<file path="config.mk">
export PLATFORM = sky130hd
export DESIGN_NAME = mel_event_latch
export DESIGN_NICKNAME = d
export VERILOG_FILES = /design/src/rtl/mel_event_latch.v
export VERILOG_INCLUDE_DIRS = /design/src /design/src/include
export SDC_FILE = /design/constraint.sdc
export NUM_CORES = 1
export LEC_CHECK = 0
export ABC_CLOCK_PERIOD_IN_PS = 1600
export BUFFER_PORTS_ARGS = -buffer_cell sky130_fd_sc_hd__buf_2
export CORE_MARGIN = 2
export CORE_UTILIZATION = 50
export DETAILED_ROUTE_END_ITERATION = 16
export PLACE_DENSITY = 0.79
export SYNTH_ARGS = -nofsm -noshare
export SYNTH_HDL_FRONTEND = slang
export SYNTH_SLANG_ARGS = --single-unit
</file>
<file path="constraint.sdc">
create_clock -name pclk -period 1.6 [get_ports pclk]
set_input_delay 0.16 -clock pclk [delete_from_list [all_inputs] [get_ports pclk]]
set_output_delay 0.16 -clock pclk [all_outputs]
set_load 0.005 [all_outputs]
</file>
<file path="src/include/mel_defs.vh">
// Register offsets, field positions and reset values of the latched event bank.
// Assumes inclusion by the single design module; definitions only.
`ifndef MEL_DEFS_VH
`define MEL_DEFS_VH

// ----------------------------------------------------------------------------
// Register offsets (byte addresses)
// ----------------------------------------------------------------------------
`define MEL_OFF_EVENT      12'h000
`define MEL_OFF_FAULT_EN   12'h004
`define MEL_OFF_IRQ_STAT   12'h008
`define MEL_OFF_IRQ_EN     12'h00c
`define MEL_OFF_IRQ_CLR    12'h010

// ----------------------------------------------------------------------------
// Event field positions
// ----------------------------------------------------------------------------
`define MEL_BIT_FREQ_LO    9
`define MEL_BIT_FREQ_HI    13
`define MEL_BIT_XB_ST      8
`define MEL_BIT_XA_ST      7
`define MEL_BIT_PPM_ERR    6
`define MEL_BIT_PPM_WARN   5
`define MEL_BIT_LOS_B      4
`define MEL_BIT_LOS_A      3
`define MEL_BIT_PLL_LOL    2
`define MEL_BIT_RSVD       1
`define MEL_BIT_POST       0

// ----------------------------------------------------------------------------
// Fault enable field positions
// ----------------------------------------------------------------------------
`define MEL_FEN_PPM_WARN   5
`define MEL_FEN_LOS_B      4
`define MEL_FEN_LOS_A      3
`define MEL_FEN_PLL_LOL    2
`define MEL_FEN_POST       0

// ----------------------------------------------------------------------------
// Reset values and masks
// ----------------------------------------------------------------------------
`define MEL_EVENT_RST      14'h0000
`define MEL_FEN_RST        6'h00
`define MEL_FEN_MASK       6'h3d
`define MEL_IRQ_RST        14'h0000
`define MEL_EVENT_MASK     14'h3ffd

`endif

</file>
<file path="src/rtl/mel_event_latch.v">
// Latched device event bits 13..0 with fault and interrupt outputs, APB slave.
// Assumes monitor inputs arrive from logic on pclk; the POST and lock inputs
// are levels from other domains and are synchronised here.
//
// Overview of operation
// - Output clock failures latch bits 13 to 9.
// - Crystal B short-term error sets bit 8.
// - Crystal A short-term error sets bit 7.
// - Ppm error sets bit 6.
// - Ppm warning sets bit 5.
// - Crystal B signal loss sets bit 4.
// - Crystal A signal loss sets bit 3.
// - Loss bits show loss since last clear.
// - Bit 2 sets only on lock-to-unlock edge.
// - Self test failure sets bit 0.
// - Bits reset zero, cleared by writing one.
// - Enabled loss bits drive fault output.
// - Enabled warn, lol, post bits drive fault.
`timescale 1ns/1ns
`include "mel_defs.vh"

module mel_event_latch #(
  parameter NUM_OUT = 5
) (
  input  wire               pclk,
  input  wire               presetn,
  input  wire               psel,
  input  wire               penable,
  input  wire               pwrite,
  input  wire [11:0]        paddr,
  input  wire [31:0]        pwdata,
  input  wire [3:0]         pstrb,
  output reg  [31:0]        prdata,
  output reg                pready,
  output reg                pslverr,
  input  wire [NUM_OUT-1:0] out_freq_fail_true,
  input  wire [NUM_OUT-1:0] out_freq_fail_comp,
  input  wire               crystal_b_short_term_error,
  input  wire               crystal_a_short_term_error,
  input  wire               ppm_error,
  input  wire               ppm_warning,
  input  wire               crystal_b_signal_loss,
  input  wire               crystal_a_signal_loss,
  input  wire               pll_locked,
  input  wire               post_failure,
  output reg                device_fault,
  output reg                irq
);

  // --------------------------------------------------------------------------
  // Asynchronous inputs: three flops, change accepted when stages 2 and 3 agree
  // --------------------------------------------------------------------------
  reg  [1:0] sync1_ff;
  reg  [1:0] sync2_ff;
  reg  [1:0] sync3_ff;
  reg  [1:0] filt_ff;
  reg  [1:0] nxt_filt;

  always @(posedge pclk or negedge presetn) begin
    if (!presetn) begin
      sync1_ff <= 2'h0;
      sync2_ff <= 2'h0;
      sync3_ff <= 2'h0;
    end else begin
      sync1_ff <= {pll_locked, post_failure};
      sync2_ff <= sync1_ff;
      sync3_ff <= sync2_ff;
    end
  end

  always @* begin
    nxt_filt = filt_ff;
    if (sync2_ff[0] == sync3_ff[0])
      nxt_filt[0] = sync3_ff[0];
    if (sync2_ff[1] == sync3_ff[1])
      nxt_filt[1] = sync3_ff[1];
  end

  always @(posedge pclk or negedge presetn) begin
    if (!presetn)
      filt_ff <= 2'h0;
    else
      filt_ff <= nxt_filt;
  end

  wire post_fail_lvl = filt_ff[0];
  wire lock_lvl      = filt_ff[1];

  // Lock is taken as absent after reset so no event fires before first lock.
  reg  lock_prev_ff;
  always @(posedge pclk or negedge presetn) begin
    if (!presetn)
      lock_prev_ff <= 1'b0;
    else
      lock_prev_ff <= lock_lvl;
  end
  wire lol_edge = lock_prev_ff & ~lock_lvl;

  // --------------------------------------------------------------------------
  // Event set vector
  // --------------------------------------------------------------------------
  wire [NUM_OUT-1:0] freq_fail = out_freq_fail_true | out_freq_fail_comp;
  reg  [13:0]        evt_set;

  always @* begin
    evt_set = 14'h0000;
    evt_set[`MEL_BIT_FREQ_HI:`MEL_BIT_FREQ_LO] = freq_fail[4:0];
    evt_set[`MEL_BIT_XB_ST]    = crystal_b_short_term_error;
    evt_set[`MEL_BIT_XA_ST]    = crystal_a_short_term_error;
    evt_set[`MEL_BIT_PPM_ERR]  = ppm_error;
    evt_set[`MEL_BIT_PPM_WARN] = ppm_warning;
    evt_set[`MEL_BIT_LOS_B]    = crystal_b_signal_loss;
    evt_set[`MEL_BIT_LOS_A]    = crystal_a_signal_loss;
    evt_set[`MEL_BIT_PLL_LOL]  = lol_edge;
    evt_set[`MEL_BIT_POST]     = post_fail_lvl;
  end

  // --------------------------------------------------------------------------
  // APB decode; zero wait states, every access completes in its access phase
  // --------------------------------------------------------------------------
  wire        acc      = psel & penable;
  wire        wr       = acc & pwrite;
  wire [31:0] wmask    = {{8{pstrb[3]}}, {8{pstrb[2]}}, {8{pstrb[1]}}, {8{pstrb[0]}}};
  wire [31:0] wdat     = pwdata & wmask;
  wire        hit_evt  = (paddr == `MEL_OFF_EVENT);
  wire        hit_fen  = (paddr == `MEL_OFF_FAULT_EN);
  wire        hit_ist  = (paddr == `MEL_OFF_IRQ_STAT);
  wire        hit_ien  = (paddr == `MEL_OFF_IRQ_EN);
  wire        hit_icl  = (paddr == `MEL_OFF_IRQ_CLR);
  wire        mapped   = hit_evt | hit_fen | hit_ist | hit_ien | hit_icl;

  // --------------------------------------------------------------------------
  // Registers
  // --------------------------------------------------------------------------
  reg  [13:0] event_ff;
  reg  [13:0] nxt_event;
  reg  [5:0]  fault_en_ff;
  reg  [13:0] irq_stat_ff;
  reg  [13:0] nxt_irq_stat;
  reg  [13:0] irq_en_ff;
  reg  [13:0] evt_clr;
  reg  [13:0] irq_clr;

  always @* begin
    evt_clr = 14'h0000;
    if (wr && hit_evt)
      evt_clr = wdat[13:0];
    // Set takes priority over a clear in the same cycle.
    nxt_event = ((event_ff & ~evt_clr) | evt_set) & `MEL_EVENT_MASK;
  end

  always @* begin
    irq_clr = 14'h0000;
    if (wr && hit_icl)
      irq_clr = wdat[13:0];
    nxt_irq_stat = ((irq_stat_ff & ~irq_clr) | evt_set) & `MEL_EVENT_MASK;
  end

  always @(posedge pclk or negedge presetn) begin
    if (!presetn) begin
      event_ff    <= `MEL_EVENT_RST;
      fault_en_ff <= `MEL_FEN_RST;
      irq_stat_ff <= `MEL_IRQ_RST;
      irq_en_ff   <= `MEL_IRQ_RST;
    end else begin
      event_ff    <= nxt_event;
      irq_stat_ff <= nxt_irq_stat;
      if (wr && hit_fen)
        fault_en_ff <= wdat[5:0] & `MEL_FEN_MASK;
      if (wr && hit_ien)
        irq_en_ff <= wdat[13:0] & `MEL_EVENT_MASK;
    end
  end

  // --------------------------------------------------------------------------
  // Fault and interrupt outputs
  // --------------------------------------------------------------------------
  wire nxt_fault =
      (fault_en_ff[`MEL_FEN_LOS_B]    & event_ff[`MEL_BIT_LOS_B])
    | (fault_en_ff[`MEL_FEN_LOS_A]    & event_ff[`MEL_BIT_LOS_A])
    | (fault_en_ff[`MEL_FEN_PPM_WARN] & event_ff[`MEL_BIT_PPM_WARN])
    | (fault_en_ff[`MEL_FEN_PLL_LOL]  & event_ff[`MEL_BIT_PLL_LOL])
    | (fault_en_ff[`MEL_FEN_POST]     & event_ff[`MEL_BIT_POST]);
  wire nxt_irq = |(irq_stat_ff & irq_en_ff);

  always @(posedge pclk or negedge presetn) begin
    if (!presetn) begin
      device_fault <= 1'b0;
      irq          <= 1'b0;
    end else begin
      device_fault <= nxt_fault;
      irq          <= nxt_irq;
    end
  end

  // --------------------------------------------------------------------------
  // Read data and bus answer, registered in the setup phase
  // --------------------------------------------------------------------------
  reg [31:0] nxt_rdata;
  always @* begin
    nxt_rdata = 32'h0000_0000;
    if (hit_evt)
      nxt_rdata = {18'h00000, event_ff};
    else if (hit_fen)
      nxt_rdata = {26'h0000000, fault_en_ff};
    else if (hit_ist)
      nxt_rdata = {18'h00000, irq_stat_ff};
    else if (hit_ien)
      nxt_rdata = {18'h00000, irq_en_ff};
  end

  wire setup = psel & ~penable;

  always @(posedge pclk or negedge presetn) begin
    if (!presetn) begin
      prdata  <= 32'h0000_0000;
      pready  <= 1'b0;
      pslverr <= 1'b0;
    end else begin
      pready  <= setup;
      pslverr <= setup & ~mapped;
      if (setup && !pwrite)
        prdata <= nxt_rdata;
      else if (!psel)
        prdata <= 32'h0000_0000;
    end
  end

endmodule // mel_event_latch

</file>
==> results.cfg, run 1 <==
[grt]
grt_usage = 0.218
overflow = 0
grt_pass1_vias = 2414
grt_max_degree = 28
grt_pass1_wl_mm = 12.0
antenna_found_initial = 0

[yosys]
mappedNetlistArea_um2 = 3250
synth_top_area_share = 0.538
ys_seq_elements = 70
ys_seq_area_frac = 0.538
syn_area_per_cell_um2 = 11.6
synthCells = 281
yosys-top-cells-area = dfrtp_1 54%, buf_4 4.6%, a21oi_1 4.0%
ys_warn_count = 0
yosys.area.top_type = dfrtp_1
synth_cell_type_count = 43

[min_path]
hold_path.class = in2reg

[clock_network]
cts_tree = built
ctsHoldBuffers = 3
htreeDepth = 3
clock_sinks = 70
cts_setup_buffers = 0
cts_root_buffer = clkbuf_8
cts_resized = 0
clockBufferDepth = 2
clk_latency_ns = 0.34
clk_pin_slew_ns = 0.07
numCtsBuffers = 9

[drt]
via_per_inst = 5.49
finalWirelength_mm = 7.35
ant_nets = 0
drtIter0Drc = 134
vias = 2456
m1WireLength_mm = 3.19
wl_per_cell_um = 16.4
dr.pass1.iters = 4
wl_met3_um = 474
met2_length_mm = 3.49
drc = 0
top_layer = met4

[finish]
fin_util = 0.629
antenna_cells = 0
final_cell_mix = 70 x dfrtp_1, 66 x buf_2, 26 x a21oi_1
num-fill-cells = 497
finalNetCount = 437
mostFrequentLayoutCell = dfrtp_1
syn2layout_area_growth_pct = 22.0
stdcell_area_um2 = 3970
drive_above_1_share = 0.349
stdcell_count = 447

[outcome]
status = finished, final reports clean

[sta]
tightest_slew_ns = 0.527
slew_violations = 0
setup_viol = 0
fin_crit_ns = 1.46
setup_slack_ns = 0.145
hold_slack_ns = 0.0510
period_share = 0.909
tns_ns = 0
skew_ns = 0.00621
slew_headroom = 0.649
max_freq_mhz = 687
rsz0062_at_grt = false
hold_viol = 0

[floorplanning]
die_w_um = 84.7
pin_count = 107
row_count = 29
core_um2 = 6310
start_util = 0.515
die_h_um = 84.7
die_area_um2 = 7170

[flow_run]
maxCapViolCount = 0

[placement]
dp_hpwl_mm = 5.31
dpl-instance-area_um2 = 3700
gp_congestion = 0.811
place_ws_ns = -0.217
port_buffers = 66
placedCellCount = 429

[pwr]
powerDensity_nw_per_um2 = 944
power.leakage_nw = 1.77
ir_drop_mv = 0.530
power_mw = 3.75

[worst_setup_path]
startpoint_type = primary input
path_max_fanout = 8
critPathCaptureType = register
crit_type = in2reg
required_ns = 1.87
arrival_ns = 1.72
final timing paths:
kind,startpoint,end,slack (ns),cells after the start
worst max register to register,irq_en_ff[5],prdata[5],0.29,2
max in group asynchronous,presetn,irq_stat_ff[9],0.74,3
worst max-delay path,paddr[7],prdata[9],0.14,4
worst min-delay path,penable,pready,0.05,2
worst min register to register,sync1_ff[1],sync2_ff[1],0.35,0
min in group asynchronous,presetn,sync1_ff[1],0.33,2
synth_stat cells, drive strengths merged:
master  count
a221oi      1
a32o        5
nor2b       7
nor2       20
or4bb       1
o21a        1
nand4b      1
nor4b       1
nand2      17
a22oi      12
and3        1
dfrtp      70
maj3        2
nor3       16
mux4        5
or2         1
clkbuf      2
conb        1
a21boi      1
o21ai       9
a21oi      26
mux2       18
or4b        2
inv         8
or3         1
nor4        4
or4         2
a222oi      2
nand4       1
and2        5
buf        28
mux2i       8
a22o        1
nand3       1
report_power, final:
| part | switching [mW] | leakage, nW | total (mW) | internal [mW] |
|---|---|---|---|---|
| combinational | 0.161 | 0.885 | 0.277 | 0.116 |
| sequential | 0.00908 | 0.772 | 1.80 | 1.79 |
| clock | 0.649 | 0.115 | 1.67 | 1.03 |
worst max-delay path, cell delays in order:
cell,delay (ns)
buf_2,0.10
or4_4,0.60
or4b_1,0.68
o21ai_1,0.19
per-layer routing:
metal  track usage  vias to the layer above
met4         0.110                        0
met1         0.291                     1193
met5             0                        -
met2         0.342                       91
li1              -                     1155
met3        0.0413                       17
area by class of cell:
| class | instances | area [µm²] | share of cell area |
|---|---|---|---|
| Clock buffer | 9 | 124 | 0.0312 |
| Clock inverter | 6 | 111 | 0.0280 |
| Inverter | 8 | 30.0 | 0.00756 |
| Multi-Input combinational cell | 191 | 1340 | 0.338 |
| Sequential cell | 70 | 1750 | 0.441 |
| Tap cell | 77 | 96.3 | 0.0243 |
| Timing Repair Buffer | 86 | 513 | 0.129 |
cell families (layout without fill, tap and decap cells):
family          count (synthesis)  in the layout  share of synthesized area
flops                          70             70                      0.538
fa+ha+maj                       2              2                    0.00615
buf+inv                        38            109                     0.0730
compound gates                 58             58                      0.113
mux                            31             31                      0.127
other cells                     1             19                    0.00115
simple gates                   81             81                      0.141
registers in the layout (all words and copies together) (netlist names):
name and flops:
event_ff 13, irq_en_ff 13, irq_stat_ff 13, device_fault 1, pslverr 1, lock_prev_ff 1, pready 1, sync3_ff 2
prdata 13, fault_en_ff 5, irq 1, filt_ff 2, sync1_ff 2, sync2_ff 2
Power figures use the tool's default switching activity.
==> run 2: changes to the inputs <==
==> constraint.sdc (replaced) <==
create_clock -name pclk -period 1.6 [get_ports pclk]
set_input_delay 0.32 -clock pclk [delete_from_list [all_inputs] [get_ports pclk]]
set_output_delay 0.32 -clock pclk [all_outputs]
set_load 0.005 [all_outputs]
==> run 2 against run 1 <==
Compared with the run above:
- clock skew increased by 0.00069 ns
- critical path type unchanged
- combinational power grew 2%
- sequential cell count is the same
- setup slack worse by 0.12 ns
- final cell count increased by 0.67%
- largest cell class unchanged
==> results.cfg, run 2 (synthesized netlist as in run 1, its figures left out) <==
[sta]
rsz0062_at_grt = true
setup_viol = 0
hold_viol = 0
max_freq_mhz = 635
tns_ns = 0
hold_slack_ns = 0.0807
fin_crit_ns = 1.58
skew_ns = 0.00691
period_share = 0.985
slew_violations = 0

[worst_setup_path]
arrival_ns = 1.80
path_max_fanout = 6
crit_top_cell = buf_6
cpMaxStageDelayCell = or4_4
crit_chain = buf_6, or4_4, nor4_4, buf_6, mux2_4
crit_buf_inv = 2
critPathCaptureType = register
crit_type = in2reg
critPathTopFamily = simple AND/OR/NAND/NOR gates
r2r-start = irq_en_ff[4]
slowest_delay_ns = 0.60
critPathLaunch = paddr[7]
startpoint_type = primary input
required_ns = 1.82

[min_path]
holdCritStartpoint = pll_locked
hold_path.class = in2reg

[drt]
drc = 0
vias = 2485
dr.pass1.iters = 4
ant_nets = 0
drtIter0Drc = 198
via_per_inst = 5.52
finalWirelength_mm = 7.37
wl_per_cell_um = 16.4

[finish]
stdcell_area_um2 = 3960
antenna_cells = 0
num-fill-cells = 494
drive_above_1_share = 0.359
syn2layout_area_growth_pct = 21.6
mostFrequentLayoutCell = dfrtp_1
finalNetCount = 441
fin_util = 0.627
final_cell_mix = 70 x dfrtp_1, 64 x buf_2, 26 x a21oi_1
stdcell_count = 450

[placement]
dp_hpwl_mm = 5.33
gp_congestion = 0.761
placedCellCount = 434
port_buffers = 66
dpl-instance-area_um2 = 3760

[floorplanning]
pin_count = 107
die_h_um = 84.7
die_w_um = 84.7
core_um2 = 6310
die_area_um2 = 7170
start_util = 0.515
row_count = 29

[grt]
grt_pass1_vias = 2471
antenna_found_initial = 0
grt_usage = 0.221
overflow = 0
grt_pass1_wl_mm = 12.2
grt_max_degree = 71

[clock_network]
cts_root_buffer = clkbuf_8
htreeDepth = 3
clk_pin_slew_ns = 0.07
cts_tree = built
clockBufferDepth = 2
numCtsBuffers = 9
clk_latency_ns = 0.34
clock_sinks = 70

[pwr]
powerDensity_nw_per_um2 = 825
ir_drop_mv = 0.457
power.leakage_nw = 1.78

[outcome]
status = finished, final reports clean

[flow_run]
maxCapViolCount = 0
-- run 2: changes by cell type in the layout (fill, tap and decap cells not counted), moves of 2 or more --
cell           previous run  this run
buf_2                    66        64
buf_4                    15        18
buf_6                     0         5
bufinv_16                 3         0
clkbuf_1                  0         2
dlygate4sd3_1             3         1
-- run 2: worst paths after layout --
kind / to / slack (ns) / cells past startpoint
max reg2reg: prdata[4] / 0.33 / 2
min: sync1_ff[1] / 0.08 / 1
max: fault_en_ff[0] / 0.02 / 5
max in group asynchronous: irq_stat_ff[11] / 0.77 / 3
min in group asynchronous: sync1_ff[0] / 0.53 / 3
min reg2reg: sync2_ff[1] / 0.35 / 0
-- run 2: what timing repair did --
item / in CTS / in global routing
hold endpoints to repair: 9 / 0
gates resized for setup: 3 / 4
hold buffers: 1 / 0
setup buffers: 0 / 1
setup endpoints to repair: 15 / 12
-- run 2: final cells by class --
class,count,area [µm²],area share
sequential,70,1750,0.443
multi-input combinational,191,1360,0.344
clock buffer,12,145,0.0367
tap,77,96.3,0.0244
clock inverter,2,10.0,0.00253
inverter,8,30.0,0.00759
timing repair buffer,90,562,0.142
-- run 2: power breakdown --
part / switching [mW] / leakage (nW) / total [mW] / internal [mW]
Combinational: 0.161 / 0.922 / 0.282 / 0.121
Clock: 0.601 / 0.0821 / 1.18 / 0.583
Sequential: 0.00904 / 0.772 / 1.80 / 1.79
Total: 0.771 / 1.78 / 3.26 / 2.49
-- run 2: through the flow --
step	power, mW	worst slack, ns
2_1_floorplan	1.98	-0.357
3_3_place_gp	2.10	-0.347
3_5_place_dp	2.11	-0.391
4_1_cts	3.28	0.00208
5_1_grt	3.40	-0.00870
6_report	3.26	0.0240
-- run 2: routing by layer --
layer | track usage | wire, µm | up-vias
met1 | 0.301 | 3120 | 1225
met4 | 0.0909 | 132 | 0
met2 | 0.344 | 3600 | 99
met3 | 0.0511 | 521 | 10
li1 | - | - | 1151
met5 | 0 | 0 | -
-- run 2: worst register-to-register path, delay by kind of cell, from the launching register on --
kind | cells | cell delay [ns]
AOI/OAI and AO/OA | 1 | 0.27
muxes | 1 | 0.49
DFF | 1 | 0.41
==> run 3: changes to the inputs <==
ABC_AREA = 1   (was not set)
CORE_UTILIZATION = 51   (was 50)
PLACE_DENSITY = 0.8   (was 0.79)
==> run 3 against run 2 <==
Compared with the run above:
- synthesized cell count grew 46%
- first-iteration DRC count increased by 75%
- sequential share of layout area decreased by 1.6 points
- routed wire length rose by 6.0%
- critical endpoint is now prdata[3]
- setup slack better by 0.33 ns
- via count rose by 21%
- register-to-register slack better by 0.17 ns
- synthesized area rose by 6.8%
- combinational power down 12%
- critical path depth up 3
==> results.cfg, run 3 <==
[finish]
antenna_cells = 0
syn2layout_area_growth_pct = 18.0
finalNetCount = 560
mostFrequentLayoutCell = nand2_1
stdcell_count = 574
drive_above_1_share = 0.243
fin_util = 0.614
final_cell_mix = 129 x nand2_1, 70 x dfrtp_1, 66 x buf_2

[clock_network]
clock_sinks = 70
cts_resized = 0
clockBufferDepth = 2
numCtsBuffers = 9
cts_root_buffer = clkbuf_8
clk_latency_ns = 0.35
clk_pin_slew_ns = 0.07
htreeDepth = 3
cts_tree = built

[drt]
finalWirelength_mm = 7.81
drtIter0Drc = 346
vias = 2999
via_per_inst = 5.22
ant_nets = 0
wl_per_cell_um = 13.6
dr.pass1.iters = 5
drc = 0

[floorplanning]
row_count = 30
die_h_um = 86.6
die_w_um = 86.6
start_util = 0.520
core_um2 = 6680
pin_count = 107
die_area_um2 = 7490

[yosys]
synth_compound_gate_area_share = 0.0612
synthSimpleGateAreaFrac = 0.330
synth_edf_count = 0
synthXorXnorAreaFrac = 0
synth-main-ff-cell = dfrtp_1
yosysMostFrequentCell = nand2_1
muxShareOfSynthArea = 0
ys_seq_elements = 70
synthTopCellsByCount = 129 x nand2_1, 70 x dfrtp_1, 58 x nand3_1, 27 x inv_1, 20 x buf_4
synth_top_family_by_area = simple AND/OR/NAND/NOR gates
synth_top_area_share = 0.504
ys_warn_count = 0
synth_fa_ha_area_frac = 0.00576
mappedNetlistArea_um2 = 3480
synth_cell_type_count = 29
syn_area_per_cell_um2 = 8.50
async_reset_ff_frac = 1.00
yosys.area.top_type = dfrtp_1
ys_seq_area_frac = 0.504
yosys-top-cells-area = dfrtp_1 50%, nand2_1 14%, nand3_1 8.3%
synthCells = 409

[pwr]
ir_drop_mv = 0.575
powerDensity_nw_per_um2 = 828
power.leakage_nw = 2.14
power_mw = 3.40

[grt]
overflow = 0
grt_usage = 0.230
grt_pass1_vias = 2794
antenna_found_initial = 0
grt_max_degree = 27
grt_pass1_wl_mm = 13.3

[placement]
port_buffers = 66
dp_hpwl_mm = 5.75
placedCellCount = 557
gp_congestion = 0.952

[worst_setup_path]
crit_type = in2reg
crit_buf_inv = 3
critPathLaunch = psel
cpMaxStageDelayCell = nor2_1
path_max_fanout = 13
arrival_ns = 1.52
path_depth = 8
crit_chain = buf_2, inv_1, nor2_2, inv_1, nor2_1, nor2_1, nand2_1, nand2_1
startpoint_type = primary input
r2r.worst_path.cells = 4
critPathTopFamily = simple AND/OR/NAND/NOR gates
required_ns = 1.88
r2r-start = irq_en_ff[4]
slowest_delay_ns = 0.63
critPathCaptureType = register

[sta]
slew_headroom = 0.439
hold_slack_ns = 0.0728
tightest_slew_ns = 0.838
tns_ns = 0
skew_ns = 0.00810
rsz0062_at_grt = false
period_share = 0.777
setup_viol = 0
slew_violations = 0
fin_crit_ns = 1.24
max_freq_mhz = 805
hold_viol = 0

[min_path]
worst_hold_path.num_cells = 1
hold_path.class = in2reg
holdCritStartpoint = post_failure

[flow_run]
maxCapViolCount = 0

[outcome]
status = finished, final reports clean
-- run 3: cell count changes after synthesis, moves of 11 or more --
| cell | before | now |
|---|---|---|
| a21oi_1 | 26 | 1 |
| nand2_1 | 17 | 129 |
| nand3_1 | 1 | 58 |
| nand3b_1 | 0 | 15 |
| a22oi_1 | 12 | 0 |
| nor3_1 | 16 | 0 |
| inv_1 | 8 | 27 |
| mux2_2 | 11 | 0 |
-- run 3: path summary, 6_finish.rpt --
check | to | slack (ns)
hold reg to reg | sync2_ff[0] | 0.36
min in group asynchronous | sync1_ff[0] | 0.47
max in group asynchronous | event_ff[6] | 0.63
setup reg to reg | irq | 0.50
setup / recovery | prdata[3] | 0.36
hold / removal | sync1_ff[0] | 0.07
-- run 3: timing repair --
item	CTS	global route
hold buffers	1	0
setup buffers	0	0
endpoints found under the hold margin	18	0
-- run 3: power breakdown --
part / leakage (nW) / switching [mW] / internal, mW / total (mW)
combinational: 1.22 / 0.152 / 0.0945 / 0.247
clock: 0.0950 / 0.664 / 0.692 / 1.36
sequential: 0.819 / 0.00822 / 1.79 / 1.79
-- run 3: layout make-up --
type | instances | area [µm²]
fill | 615 | 2580
inverter | 29 | 109
sequential | 70 | 1750
clock inverter | 4 | 28.8
tap | 80 | 100
timing repair buffer | 83 | 498
multi-input combinational | 296 | 1450
clock buffer | 12 | 165
-- run 3: logic make-up after synthesis --
family | count (synthesis)
adder cells (fa/ha/maj) | 2
AO/OA/AOI/OAI | 37
flip-flops | 70
AND/OR/NAND/NOR | 238
other | 1
buffers and inverters | 61
-- run 3: stage by stage --
stage | cell area, µm² | worst slack [ns]
after floorplan | 3540 | 0.270
after global placement | 3900 | 0.0769
after detailed placement | 3900 | -0.0273
after CTS | 4100 | 0.331
after global routing | 4100 | 0.138
final | 4100 | 0.357
-- run 3: worst register-to-register path, stage by stage, from the launching register on --
cell      delay, ns
dfrtp_1        0.41
nand2_1        0.08
nand2_1        0.05
a221oi_1       0.29
nand4_1        0.14
-- run 3: layer usage --
layer | share of wire | track usage
met5 | 0 | 0
met1 | 0.44 | 0.327
met3 | 0.067 | 0.0410
met2 | 0.46 | 0.338
met4 | 0.033 | 0.121
